### config.mk
export PLATFORM = sky130hd
export DESIGN_NAME = mem_phy_datapath
export DESIGN_NICKNAME = d
export VERILOG_FILES = /design/src/common/mem_phy_pkg.sv /design/src/logic/mem_phy_datapath.sv /design/src/logic/ddr_out_reg.sv
export VERILOG_INCLUDE_DIRS = /design/src /design/src/common
export SDC_FILE = /design/constraint.sdc
export NUM_CORES = 1
export LEC_CHECK = 0
export BUFFER_PORTS_ARGS = -buffer_cell sky130_fd_sc_hd__buf_2
export CORE_MARGIN = 4
export CORE_UTILIZATION = 45
export CTS_BUF_LIST = sky130_fd_sc_hd__clkbuf_2
export DETAILED_ROUTE_END_ITERATION = 7
export GPL_ROUTABILITY_DRIVEN = 0
export PLACE_DENSITY = 0.71
export SYNTH_ARGS = -nofsm -noshare
export SYNTH_HDL_FRONTEND = slang
export SYNTH_SLANG_ARGS = --single-unit
### constraint.sdc
create_clock -name sys_clk -period 2.9 [get_ports sys_clk]
set_clock_uncertainty 0.1 [all_clocks]
set_input_delay 0.58 -clock sys_clk [delete_from_list [all_inputs] [get_ports sys_clk]]
set_output_delay 0.58 -clock sys_clk [all_outputs]
set_load 0.05 [all_outputs]
### src/common/mem_phy_cfg.svh
/*
 * constants for the external memory datapath: widths, burst counts and
 * reset values.
 * assumes inclusion by bare name from design and testbench files.
 */
`ifndef MEM_PHY_CFG_SVH
`define MEM_PHY_CFG_SVH

`define PHY_WORD_W 8
`define PHY_ADDR_W 16
`define PHY_BURST_W 32
`define PHY_MASK_W 4
`define PHY_BEATS_SHORT 2'h1
`define PHY_BEATS_LONG 2'h2
`define PHY_BEAT_ZERO 2'h0
`define PHY_RST_BYTE 8'h00
`define PHY_RST_ADDR 16'h0000
`define PHY_RST_BIT 1'b0
`define PHY_RST_BIT_HI 1'b1

`endif

### src/common/mem_phy_pkg.sv
/*
 * types shared by the memory datapath modules.
 * assumes mem_phy_cfg.svh is on the include path.
 */
`include "mem_phy_cfg.svh"

package mem_phy_pkg;

    // ========================================
    // memory families
    typedef enum logic [2:0] {
        kind_ddr1 = 3'h0,
        kind_ddr2 = 3'h1,
        kind_rl_common_io = 3'h2,
        kind_rl_separate_io = 3'h3,
        kind_sram_b2 = 3'h4,
        kind_sram_b4 = 3'h5
    } mem_kind_t;

    // ========================================
    // carriers
    typedef struct packed {
        logic write;
        logic [`PHY_ADDR_W-1:0] addr;
        logic [`PHY_BURST_W-1:0] wdata;
        logic [`PHY_MASK_W-1:0] wmask;
    } cmd_t;

    typedef struct packed {
        logic [`PHY_WORD_W-1:0] rise;
        logic [`PHY_WORD_W-1:0] fall;
    } pair_t;

    typedef enum logic [2:0] {
        st_idle = 3'b001,
        st_write = 3'b010,
        st_read = 3'b100
    } phase_t;

endpackage : mem_phy_pkg

### src/logic/mem_phy_datapath.sv
/*
 * double-data-rate memory datapath: write launch, read capture and memory
 * clock generation for sdram, reduced-latency dram and quad-rate sram.
 * assumes the pad cells outside mux each rise/fall pair onto the pin, that
 * data pairs are launched by the -90 degree clock and strobes by the
 * 0 degree clock, and that incoming read pairs were split at the pad.
 */
`timescale 1ns/10ps
`include "mem_phy_cfg.svh"

// Operation
// - read strobe delayed to mid data window
// - strobe from 0 deg, data from -90 deg
// - ddr bursts of four; first-generation also two
// - write clocks free-running, never released
// - data both edges, command rising only
// - common-io bidirectional, separate-io split ports
// - one active-high write mask line
// - read clock pins never driven, capture shifted
// - read valid input gates capture like data
// - read edge-aligned in, write centred out
// - sram moves two or four words
// - b2 write address on falling edge
// - sram control sampled on rising edge
// - single-clock or multi-device clocking for sram
// - complement clocks exact, adjacent ddr registers
// - sram separate read and write ports
// - memory clocks via ddr output registers
module mem_phy_datapath (
    // clock and reset
    input wire logic sys_clk,
    input wire logic rst_b,
    // configuration from core logic
    input wire mem_phy_pkg::mem_kind_t mem_kind,
    input wire logic ddr1_burst2,
    input wire logic multi_sram,
    // user command side
    input wire logic cmd_valid,
    input wire mem_phy_pkg::cmd_t cmd,
    output logic cmd_ready,
    // user read side
    output logic rd_valid,
    output mem_phy_pkg::pair_t rd_word,
    // command and address pins
    output logic [`PHY_ADDR_W-1:0] addr_rise,
    output logic [`PHY_ADDR_W-1:0] addr_fall,
    output logic mem_select_n,
    output logic mem_write_n,
    // bidirectional data pins
    output mem_phy_pkg::pair_t dq_out,
    output logic dq_oe,
    input wire mem_phy_pkg::pair_t dq_in,
    // separate write data pins
    output mem_phy_pkg::pair_t d_out,
    // strobe pins
    output logic [1:0] strobe_out,
    output logic strobe_oe,
    output logic complement_strobe_oe,
    input wire logic strobe_in,
    input wire logic read_valid_input,
    // mask
    output logic [1:0] write_mask_line,
    // memory clocks: rise/fall halves, true then complement
    output logic [1:0] memory_input_clock,
    output logic [1:0] memory_input_clock_n,
    output logic [1:0] write_clock_to_memory,
    output logic [1:0] write_clock_to_memory_n,
    output logic [1:0] sram_out_clock,
    output logic [1:0] sram_out_clock_n
);

    // ========================================
    // decode
    function automatic logic is_sram(input mem_phy_pkg::mem_kind_t k);
        is_sram = (k == mem_phy_pkg::kind_sram_b2) ||
                  (k == mem_phy_pkg::kind_sram_b4);
    endfunction : is_sram

    function automatic logic is_rl(input mem_phy_pkg::mem_kind_t k);
        is_rl = (k == mem_phy_pkg::kind_rl_common_io) ||
                (k == mem_phy_pkg::kind_rl_separate_io);
    endfunction : is_rl

    function automatic logic is_shared_dq(input mem_phy_pkg::mem_kind_t k);
        is_shared_dq = !is_sram(k) &&
                       (k != mem_phy_pkg::kind_rl_separate_io);
    endfunction : is_shared_dq

    logic short_burst;
    logic [1:0] beats;

    always_comb begin
        short_burst = (mem_kind == mem_phy_pkg::kind_sram_b2) ||
                      ((mem_kind == mem_phy_pkg::kind_ddr1) &&
                       ddr1_burst2);
        beats = short_burst ? `PHY_BEATS_SHORT : `PHY_BEATS_LONG;
    end

    // ========================================
    // memory clocks
    // true and complement come from neighbouring cells fed inverted halves,
    // so the pair cannot drift apart in logic.
    logic [3:0] clk_run;
    logic [1:0] clk_true [4];
    logic [1:0] clk_comp [4];

    always_comb begin
        clk_run[0] = 1'b1;
        clk_run[1] = is_rl(mem_kind);
        clk_run[2] = is_sram(mem_kind);
        clk_run[3] = is_sram(mem_kind) && multi_sram;
    end

    genvar g;
    generate
        for (g = 0; g < 4; g = g + 1) begin : gen_clk
            ddr_out_reg #(.W(1)) u_true (
                .sys_clk(sys_clk),
                .rst_b(rst_b),
                .d_rise(clk_run[g]),
                .d_fall(1'b0),
                .q_rise(clk_true[g][1]),
                .q_fall(clk_true[g][0])
            );
            ddr_out_reg #(.W(1)) u_comp (
                .sys_clk(sys_clk),
                .rst_b(rst_b),
                .d_rise(~clk_run[g]),
                .d_fall(1'b1),
                .q_rise(clk_comp[g][1]),
                .q_fall(clk_comp[g][0])
            );
        end
    endgenerate

    // input clock pair doubles as k for sram; write clock pair is dk
    always_comb begin
        memory_input_clock = is_sram(mem_kind) ? clk_true[2] : clk_true[0];
        memory_input_clock_n = is_sram(mem_kind) ? clk_comp[2] :
                               clk_comp[0];
        write_clock_to_memory = clk_true[1];
        write_clock_to_memory_n = clk_comp[1];
        sram_out_clock = clk_true[3];
        sram_out_clock_n = clk_comp[3];
    end

    // ========================================
    // command sequencer
    mem_phy_pkg::phase_t phase_r, phase_nxt;
    logic [1:0] beat_r, beat_nxt;
    mem_phy_pkg::cmd_t cmd_r, cmd_nxt;
    logic ready_r, ready_nxt;

    always_comb begin
        phase_nxt = phase_r;
        beat_nxt = beat_r;
        cmd_nxt = cmd_r;
        ready_nxt = ready_r;
        unique case (phase_r)
            mem_phy_pkg::st_idle: begin
                if (cmd_valid && ready_r) begin
                    cmd_nxt = cmd;
                    beat_nxt = `PHY_BEAT_ZERO;
                    ready_nxt = 1'b0;
                    phase_nxt = cmd.write ? mem_phy_pkg::st_write :
                                mem_phy_pkg::st_read;
                end
            end
            mem_phy_pkg::st_write, mem_phy_pkg::st_read: begin
                beat_nxt = beat_r + 2'h1;
                if (beat_r + 2'h1 == beats) begin
                    phase_nxt = mem_phy_pkg::st_idle;
                    ready_nxt = 1'b1;
                end
            end
        endcase
    end

    always_ff @(posedge sys_clk or negedge rst_b) begin
        if (!rst_b) begin
            phase_r <= mem_phy_pkg::st_idle;
            beat_r <= `PHY_BEAT_ZERO;
            cmd_r <= '0;
            ready_r <= `PHY_RST_BIT_HI;
        end else begin
            phase_r <= phase_nxt;
            beat_r <= beat_nxt;
            cmd_r <= cmd_nxt;
            ready_r <= ready_nxt;
        end
    end

    // ========================================
    // pin launch
    logic first_beat;
    logic wr_go;
    mem_phy_pkg::pair_t wr_pair;
    logic [1:0] wr_mask;
    logic [`PHY_ADDR_W-1:0] a_rise_nxt, a_fall_nxt;
    logic sel_n_nxt, we_n_nxt;
    mem_phy_pkg::pair_t dq_nxt, d_nxt;
    logic dq_oe_nxt, st_oe_nxt;
    logic [1:0] st_nxt, mask_nxt;

    always_comb begin
        first_beat = (phase_r != mem_phy_pkg::st_idle) &&
                     (beat_r == `PHY_BEAT_ZERO);
        wr_go = (phase_r == mem_phy_pkg::st_write);
        // beat 0 carries words 0/1, beat 1 words 2/3
        wr_pair.rise = beat_r[0] ? cmd_r.wdata[23:16] : cmd_r.wdata[7:0];
        wr_pair.fall = beat_r[0] ? cmd_r.wdata[31:24] : cmd_r.wdata[15:8];
        wr_mask = beat_r[0] ? cmd_r.wmask[3:2] : cmd_r.wmask[1:0];
        // command and address change for the rising edge, except the b2 sram write address on the falling half
        a_rise_nxt = addr_rise;
        a_fall_nxt = addr_fall;
        sel_n_nxt = 1'b1;
        we_n_nxt = 1'b1;
        if (first_beat) begin
            sel_n_nxt = 1'b0;
            we_n_nxt = !wr_go;
            if (wr_go && mem_kind == mem_phy_pkg::kind_sram_b2) begin
                a_fall_nxt = cmd_r.addr;
            end else begin
                a_rise_nxt = cmd_r.addr;
            end
        end
        dq_nxt = '0;
        d_nxt = '0;
        dq_oe_nxt = 1'b0;
        if (wr_go && is_shared_dq(mem_kind)) begin
            dq_nxt = wr_pair;
            dq_oe_nxt = 1'b1;
        end else if (wr_go) begin
            d_nxt = wr_pair;
        end
        // sdram strobe follows the 0 degree clock, only while writing
        st_oe_nxt = wr_go && !is_sram(mem_kind) && !is_rl(mem_kind);
        st_nxt = st_oe_nxt ? 2'b10 : 2'b00;
        mask_nxt = (wr_go && !is_sram(mem_kind)) ? wr_mask : 2'b00;
    end

    always_ff @(posedge sys_clk or negedge rst_b) begin
        if (!rst_b) begin
            addr_rise <= `PHY_RST_ADDR;
            addr_fall <= `PHY_RST_ADDR;
            mem_select_n <= `PHY_RST_BIT_HI;
            mem_write_n <= `PHY_RST_BIT_HI;
            dq_out <= '0;
            d_out <= '0;
            dq_oe <= `PHY_RST_BIT;
            strobe_oe <= `PHY_RST_BIT;
            strobe_out <= 2'h0;
            write_mask_line <= 2'h0;
            complement_strobe_oe <= `PHY_RST_BIT;
        end else begin
            addr_rise <= a_rise_nxt;
            addr_fall <= a_fall_nxt;
            mem_select_n <= sel_n_nxt;
            mem_write_n <= we_n_nxt;
            dq_out <= dq_nxt;
            d_out <= d_nxt;
            dq_oe <= dq_oe_nxt;
            strobe_oe <= st_oe_nxt;
            strobe_out <= st_nxt;
            write_mask_line <= mask_nxt;
            complement_strobe_oe <= 1'b0;
        end
    end

    // ========================================
    // read capture
    // inputs cross from the pads through two flops; the third strobe stage
    // is the shifted copy, landing half a window after the raw edge.
    logic [3:0] strb_sync_r, strb_sync_nxt;
    logic [1:0] vld_sync_r, vld_sync_nxt;
    mem_phy_pkg::pair_t dq_s1_r, dq_s2_r;
    logic cap_edge;
    logic rd_ok;
    logic rd_valid_nxt;
    mem_phy_pkg::pair_t rd_word_nxt;

    always_comb begin
        strb_sync_nxt = {strb_sync_r[2:0], strobe_in};
        vld_sync_nxt = {vld_sync_r[0], read_valid_input};
        cap_edge = strb_sync_r[2] && !strb_sync_r[3];
        // valid is treated like data and must be present on rl reads
        rd_ok = !is_rl(mem_kind) || vld_sync_r[1];
        rd_valid_nxt = cap_edge && rd_ok;
        rd_word_nxt = rd_word;
        if (cap_edge && rd_ok) begin
            // sram reads come on dq pins, separate from d_out
            rd_word_nxt = dq_s2_r;
        end
    end

    always_ff @(posedge sys_clk or negedge rst_b) begin
        if (!rst_b) begin
            strb_sync_r <= 4'h0;
            vld_sync_r <= 2'h0;
            dq_s1_r <= '0;
            dq_s2_r <= '0;
            rd_valid <= `PHY_RST_BIT;
            rd_word <= '0;
        end else begin
            strb_sync_r <= strb_sync_nxt;
            vld_sync_r <= vld_sync_nxt;
            dq_s1_r <= dq_in;
            dq_s2_r <= dq_s1_r;
            rd_valid <= rd_valid_nxt;
            rd_word <= rd_word_nxt;
        end
    end

    always_comb begin
        cmd_ready = ready_r;
    end

endmodule : mem_phy_datapath

### src/logic/ddr_out_reg.sv
/*
 * one double-data-rate output register: the half launched on the rising
 * edge and the half launched on the falling edge, held in flops.
 * assumes the pad multiplexer that picks the half per edge sits outside.
 */
`timescale 1ns/10ps

module ddr_out_reg #(
    parameter int W = 1
) (
    // clock and reset
    input wire logic sys_clk,
    input wire logic rst_b,
    // halves in
    input wire logic [W-1:0] d_rise,
    input wire logic [W-1:0] d_fall,
    // halves out
    output logic [W-1:0] q_rise,
    output logic [W-1:0] q_fall
);

    always_ff @(posedge sys_clk or negedge rst_b) begin
        if (!rst_b) begin
            q_rise <= '0;
            q_fall <= '0;
        end else begin
            q_rise <= d_rise;
            q_fall <= d_fall;
        end
    end

endmodule : ddr_out_reg

=== After elaboration in Yosys (flattened, before gate mapping) ===
Index checks and enable logic that the tools add are counted.
W data, S select, Z words.

* Word-level logic and storage cells: 100
* Memory bits (writable): 0
* Register bits: 192
* Memories kept: 0
* Bits in latches: 0
* Output and inout port bits: 103
* ROM bits: 0
* Bits of input ports: 79

* Bitwise logic cells: 4
* $lt $le $gt $ge: 0
* Equality and inequality tests: 12
* Reductions and logical operators: 26
* Multiplexer cells: 23
* Div/mod/pow operators: 0
* Shifts and indexed selects: 0
* Multiply operators: 0
* Add/sub/neg operators: 1

{| class="wikitable"
|+ Operator list
! operator !! count
|-
| $mux W16 || 3
|-
| $mux W8 || 2
|-
| $mux W2 || 7
|-
| $logic_and A1 B1 Y1 || 11
|-
| $eq A3 B2 Y1 const B || 3
|-
| $eq A3 B3 Y1 const B || 3
|-
| $mux W3 || 3
|-
| $reduce_and A2 Y1 || 4
|-
| $pmux W3 S2 || 1
|-
| $mux W1 || 5
|-
| $logic_not A1 Y1 || 4
|-
| $logic_or A1 B1 Y1 || 4
|-
| $ne A2 B2 Y1 const B || 2
|-
| $not A1 Y1 || 4
|-
| $pmux W2 S2 || 1
|-
| $eq A3 B1 Y1 const B || 1
|-
| $logic_not A3 Y1 || 1
|-
| $ne A3 B1 Y1 const B || 1
|-
| $ne A3 B2 Y1 const B || 1
|-
| $add A2 B1 Y2 const B || 1
|-
| $eq A2 B2 Y1 || 1
|-
| $logic_not A2 Y1 || 1
|-
| $pmux W1 S2 || 1
|-
| $reduce_or A2 Y1 || 1
|}

=== Logic depth before layout (Yosys ltp) ===
* Depth after elaboration: 7
* Gate-level depth with buffers: 9
* Mapped depth without buffers: 5

=== Modules after synthesis ===
From an unflattened synthesis, not the netlist that was laid out.

* Cells, all modules: 445
* Area, all modules: 7053.0 sq um

{| class="wikitable"
|+ By module, submodules not included
! module !! seq. area each (sq um) !! times used !! cells an instance !! area each (sq um)
|-
| mem_phy_datapath || 4558.1 || 1 || 429 || 6652.6
|-
| ddr_out_reg || 50.0 || 8 || 2 || 50.0
|}

=== Worst setup path after synthesis ===
Ideal clock, no wire load.

* Path type: register to register
* From: reg beat_r[0]
* To: reg addr_rise[10]
* Library setup time: 125 ps
* Stages on the path, launching flop included: 10
* Arrival: 2207 ps
* Period minus slack after synthesis: 2432 ps
* Path buffers: 4
* Data required time: 2675 ps
* Path slack: 468 ps
* Cells stage by stage: dfrtp_1 clkbuf_1 buf_1 inv_1 ha_1 o21ai_0 a21o_1 clkbuf_1 buf_2 mux2_2

* Cells in the longest elaborated chain, start to end: 3

{| class="wikitable"
|+ RTL lines
! element !! RTL line !! text
|-
| from (decl) || mem_phy_datapath.sv:150 || <nowiki>logic [1:0] beat_r, beat_nxt;</nowiki>
|-
| from (signal assigned) || mem_phy_datapath.sv:182 || <nowiki>beat_r <= `PHY_BEAT_ZERO;</nowiki>
|-
| from (signal assigned) || mem_phy_datapath.sv:187 || <nowiki>beat_r <= beat_nxt;</nowiki>
|-
| $logic_not A2 Y1 (no line) || - ||
|-
| $logic_and A1 B1 Y1 || mem_phy_datapath.sv:206 || <nowiki>first_beat = (phase_r != mem_phy_pkg::st_idle) &&</nowiki>
|-
| $reduce_and A2 Y1 (no line) || - ||
|-
| to (signal assigned) || mem_phy_datapath.sv:244 || <nowiki>addr_rise <= `PHY_RST_ADDR;</nowiki>
|-
| to (signal assigned) || mem_phy_datapath.sv:256 || <nowiki>addr_rise <= a_rise_nxt;</nowiki>
|-
| to (decl) || mem_phy_datapath.sv:45 || <nowiki>output logic [`PHY_ADDR_W-1:0] addr_rise,</nowiki>
|}

Every way passes these cells.
A chain may end at the register's enable or synchronous reset.

=== Worst setup path in the final report ===
* From: in mem_kind[1]
* To: out memory_input_clock_n[1]

* Cells in the longest elaborated chain, start to end: 3
* Elaborated cells between the ends (all ways): 4
* Those cells by class: 2 x eq/ne; 1 x mux; 1 x reduce/logical

{| class="wikitable"
|+ RTL lines
! element !! RTL line !! text
|-
| from (decl) || mem_phy_datapath.sv:34 || <nowiki>input wire mem_phy_pkg::mem_kind_t mem_kind,</nowiki>
|-
| $eq A3 B3 Y1 (on tied branches) || - ||
|-
| $logic_or A1 B1 Y1 * || - ||
|-
| named net gen_clk[2].u_true.d_rise || ddr_out_reg.sv:15 || <nowiki>input wire logic [W-1:0] d_rise,</nowiki>
|-
| $mux W2 * || mem_phy_datapath.sv:139 || <nowiki>memory_input_clock_n = is_sram(mem_kind) ? clk_comp[2] :</nowiki>
|-
| to (decl) || mem_phy_datapath.sv:65 || <nowiki>output logic [1:0] memory_input_clock_n,</nowiki>
|}

Mark *: on every way through the listed nets, which the timed path passes. The rest lies on a longest branch.

==> results.sh <==
export IMPL_clock_latency_ns=0.72
export IMPL_finalCriticalPeriod_ns=2.81
export IMPL_rows=44
export IMPL_antenna_found_initial=0
export IMPL_vias_per_cell=4.82
export IMPL_wl_per_cell_um=16.7
export IMPL_cts_inserted_buffers=17
export IMPL_grt_usage=0.181
export IMPL_hp_class="in2reg"
export IMPL_cp_num_buf_inv=4
export IMPL_vias=4212
export IMPL_nFillCells=1122
export IMPL_finalSetupViolCount=0
export IMPL_drcViolationCount=0
export IMPL_fin_nets=758
export IMPL_fmax_mhz=356
export IMPL_ys_ff_latch=189
export IMPL_yosysWarnings=0
export IMPL_cts_max_path_buffers=2
export IMPL_peakVddDrop_uv=572
export IMPL_cap_violations=0
export IMPL_worst_path_largest_cell_delay_ns=0.54
export IMPL_crit_family="buffers and inverters"
export IMPL_synth_cell_types=33
export IMPL_crit_type="in2out"
export IMPL_dp_hpwl_um=9680
export IMPL_endpoint_kind="primary output"
export IMPL_diodes=0
export IMPL_cts_tree="done"
export IMPL_syn2layout_area_growth_pct=29.4
export IMPL_leakage_nw=4.37
export IMPL_rsz0062_at_grt="no"
export IMPL_drive_above_1_share=0.459
export IMPL_gr_total_overflow=0
export IMPL_fp_dieH_um=130
export IMPL_htreeDepth=4
export IMPL_setup_tns_final_ns=0
export IMPL_clk_pin_slew_ns=0.23
export IMPL_die_x_um=130
export IMPL_setup_worst_path_start_class="input port"
export IMPL_status="finished clean"
export IMPL_grt_pass1_vias=4678
export IMPL_cp_slowest_cell="dlygate4sd3_1"
export IMPL_path_common_cell="buf_2"
export IMPL_synthCells=426
export IMPL_routed_wl_um=14600
export IMPL_r2r_slack_ns=0.70
export IMPL_hold_violations=0
export IMPL_crit_chain="dlygate4sd3_1 > buf_2 > nand2b_1 > inv_1 > and2_1 > buf_2"
export IMPL_ant_nets=0
export IMPL_slew_viol_final=0
export IMPL_powerDensity_nw_per_um2=973
export IMPL_synth_cell_area_um2=6700
export IMPL_crit_fanout=6
export IMPL_ios=182
export IMPL_cts_resized_gates=0
export IMPL_start_util=0.459
export IMPL_yosysSeqAreaShare=0.706
export IMPL_dr_pass1_iters=4
export IMPL_period_share=0.970
export IMPL_hold_ws_ns=0.121
export IMPL_root_buffer="clkbuf_2"
export IMPL_avgSynthCellArea_um2=15.7
export IMPL_drtIter0Drc=125
export IMPL_cts_setup_buffers=0
export IMPL_clock_sinks=189
export IMPL_grt_pass1_wl_um=23500
export IMPL_grt_max_degree=78
export IMPL_worstPathArrival_ns=2.13
export IMPL_port_buffer_count=176
export IMPL_core_area_um2=14600
export IMPL_tightest_slew_ns=0.715
export IMPL_required_ns=2.22
export IMPL_relSlewSlack=0.523
export IMPL_die_area_um2=16900
export IMPL_holdBufCountCts=74
==> final cells by class <==
type                            count  area (µm²)  area share
Inverter                            8        30.0     0.00346
Sequential cell                   189        4730       0.546
Tap cell                          184         230      0.0265
Clock inverter                     13         100      0.0115
Multi-Input combinational cell    203        1760       0.203
Timing Repair Buffer              259        1730       0.199
Clock buffer                       18        90.1      0.0104
==> power by group <==
group / internal (mW) / leakage, nW / switching (mW) / total, mW
registers: 3.43 / 2.36 / 0.420 / 3.85
clock network: 0.296 / 0.116 / 0.848 / 1.14
logic: 1.21 / 1.90 / 2.24 / 3.44
total: 4.94 / 4.37 / 3.51 / 8.44
==> cells by family after synthesis <==
kind of cell	after synthesis	synth area share
muxes	118	0.200
DFF	189	0.706
adders and majority gates	1	0.00187
and+or+nand+nor	64	0.0437
other	2	0.00112
AOI/OAI and AO/OA	14	0.0131
buffers and inverters	38	0.0336
==> per-stage QoR <==
step	area (µm²)	std cells	setup WS [ns]	util	total power, mW
3_3_place_gp	7730	768	0.683	0.530	7.19
6_report	8670	874	0.0874	0.595	8.44
2_1_floorplan	6720	430	0.468	-	6.47
4_1_cts	8660	873	0.184	0.594	8.53
5_1_grt	8670	874	0.0430	0.595	8.95
3_5_place_dp	7730	768	0.597	0.530	7.31
==> metal layers <==
metal | vias to the layer above | part of all wire | GRT usage
met5 | - | 0 | 0
met4 | 0 | 0.018 | 0.0654
met3 | 18 | 0.071 | 0.0598
met2 | 144 | 0.50 | 0.301
met1 | 2132 | 0.41 | 0.222
li1 | 1918 | - | -
==> final timing paths <==
| path | from | to | cells past startpoint |
|---|---|---|---|
| setup reg to reg | phase_r[2]$_DFFE_PN0P_ | addr_fall[12]$_DFFE_PN0P_ | 5 |
| hold reg to reg | dq_s1_r[15]$_DFF_PN0_ | dq_s2_r[15]$_DFF_PN0_ | 0 |
| setup / recovery | mem_kind[1] | memory_input_clock_n[1] | 6 |
| hold / removal | cmd_valid | beat_r[0]$_DFFE_PN0P_ | 4 |
| min in group asynchronous | rst_b | cmd_r[32]$_DFFE_PN0P_ | 2 |
| max in group asynchronous | rst_b | d_out[4]$_DFF_PN0_ | 3 |
==> cells in the final DEF, fill, tap and decap left out, types with 3 or more instances in the layout <==
cell	n
buf_2	175
clkbuf_2	18
mux2_4	10
a21oi_1	4
nand2_1	9
nand2b_1	4
clkinv_1	4
buf_4	6
clkinv_2	3
o21ai_0	5
conb_1	6
inv_1	8
clkinvlp_4	3
nor2_1	39
dfrtp_1	186
dlygate4sd3_1	75
mux2i_1	18
dfstp_2	3
mux2_2	90
==> worst min-delay path, delay by kind of cell <==
| family | cells | cell delay (ns) |
|---|---|---|
| simple gates | 2 | 0.16 |
| compound gates | 1 | 0.08 |
| buf+inv | 1 | 0.09 |
==> cells in the mapped netlist <==
cell,instances,share of area
nand2_1,9,0.0050
mux2i_1,18,0.027
nor3_1,2,0.0015
a32o_1,1,0.0015
or4_1,2,0.0022
a21o_1,1,0.0011
o311ai_0,1,0.0013
and2_1,1,0.00093
nor2b_1,1,0.00093
buf_4,13,0.015
nor3b_1,1,0.0011
ha_1,1,0.0019
nand2b_4,1,0.0021
inv_1,8,0.0045
buf_6,1,0.0017
dfrtp_1,186,0.69
buf_12,1,0.0030
nor2_1,39,0.022
dfstp_2,3,0.012
conb_1,2,0.0011
buf_2,8,0.0060
mux2_4,10,0.022
a21oi_1,4,0.0030
a22o_1,1,0.0013
mux2_2,90,0.15
o211ai_1,1,0.0011
or2_1,1,0.00093
buf_1,2,0.0011
nand3_1,2,0.0015
nand2b_1,4,0.0037
o21ai_0,5,0.0037
clkbuf_1,5,0.0028
nor3b_2,1,0.0019
==> flip-flops by register name, summed over array words and instances (netlist names), 3 cells and up <==
signal / count
cmd_r: 52
addr_fall: 16
addr_rise: 16
d_out: 16
dq_out: 16
dq_s1_r: 16
dq_s2_r: 16
rd_word: 16
strb_sync_r: 4
gen_clk.u_comp.q_rise: 3
gen_clk.u_true.q_rise: 3
phase_r: 3
(Power assumes the default switching activity.)
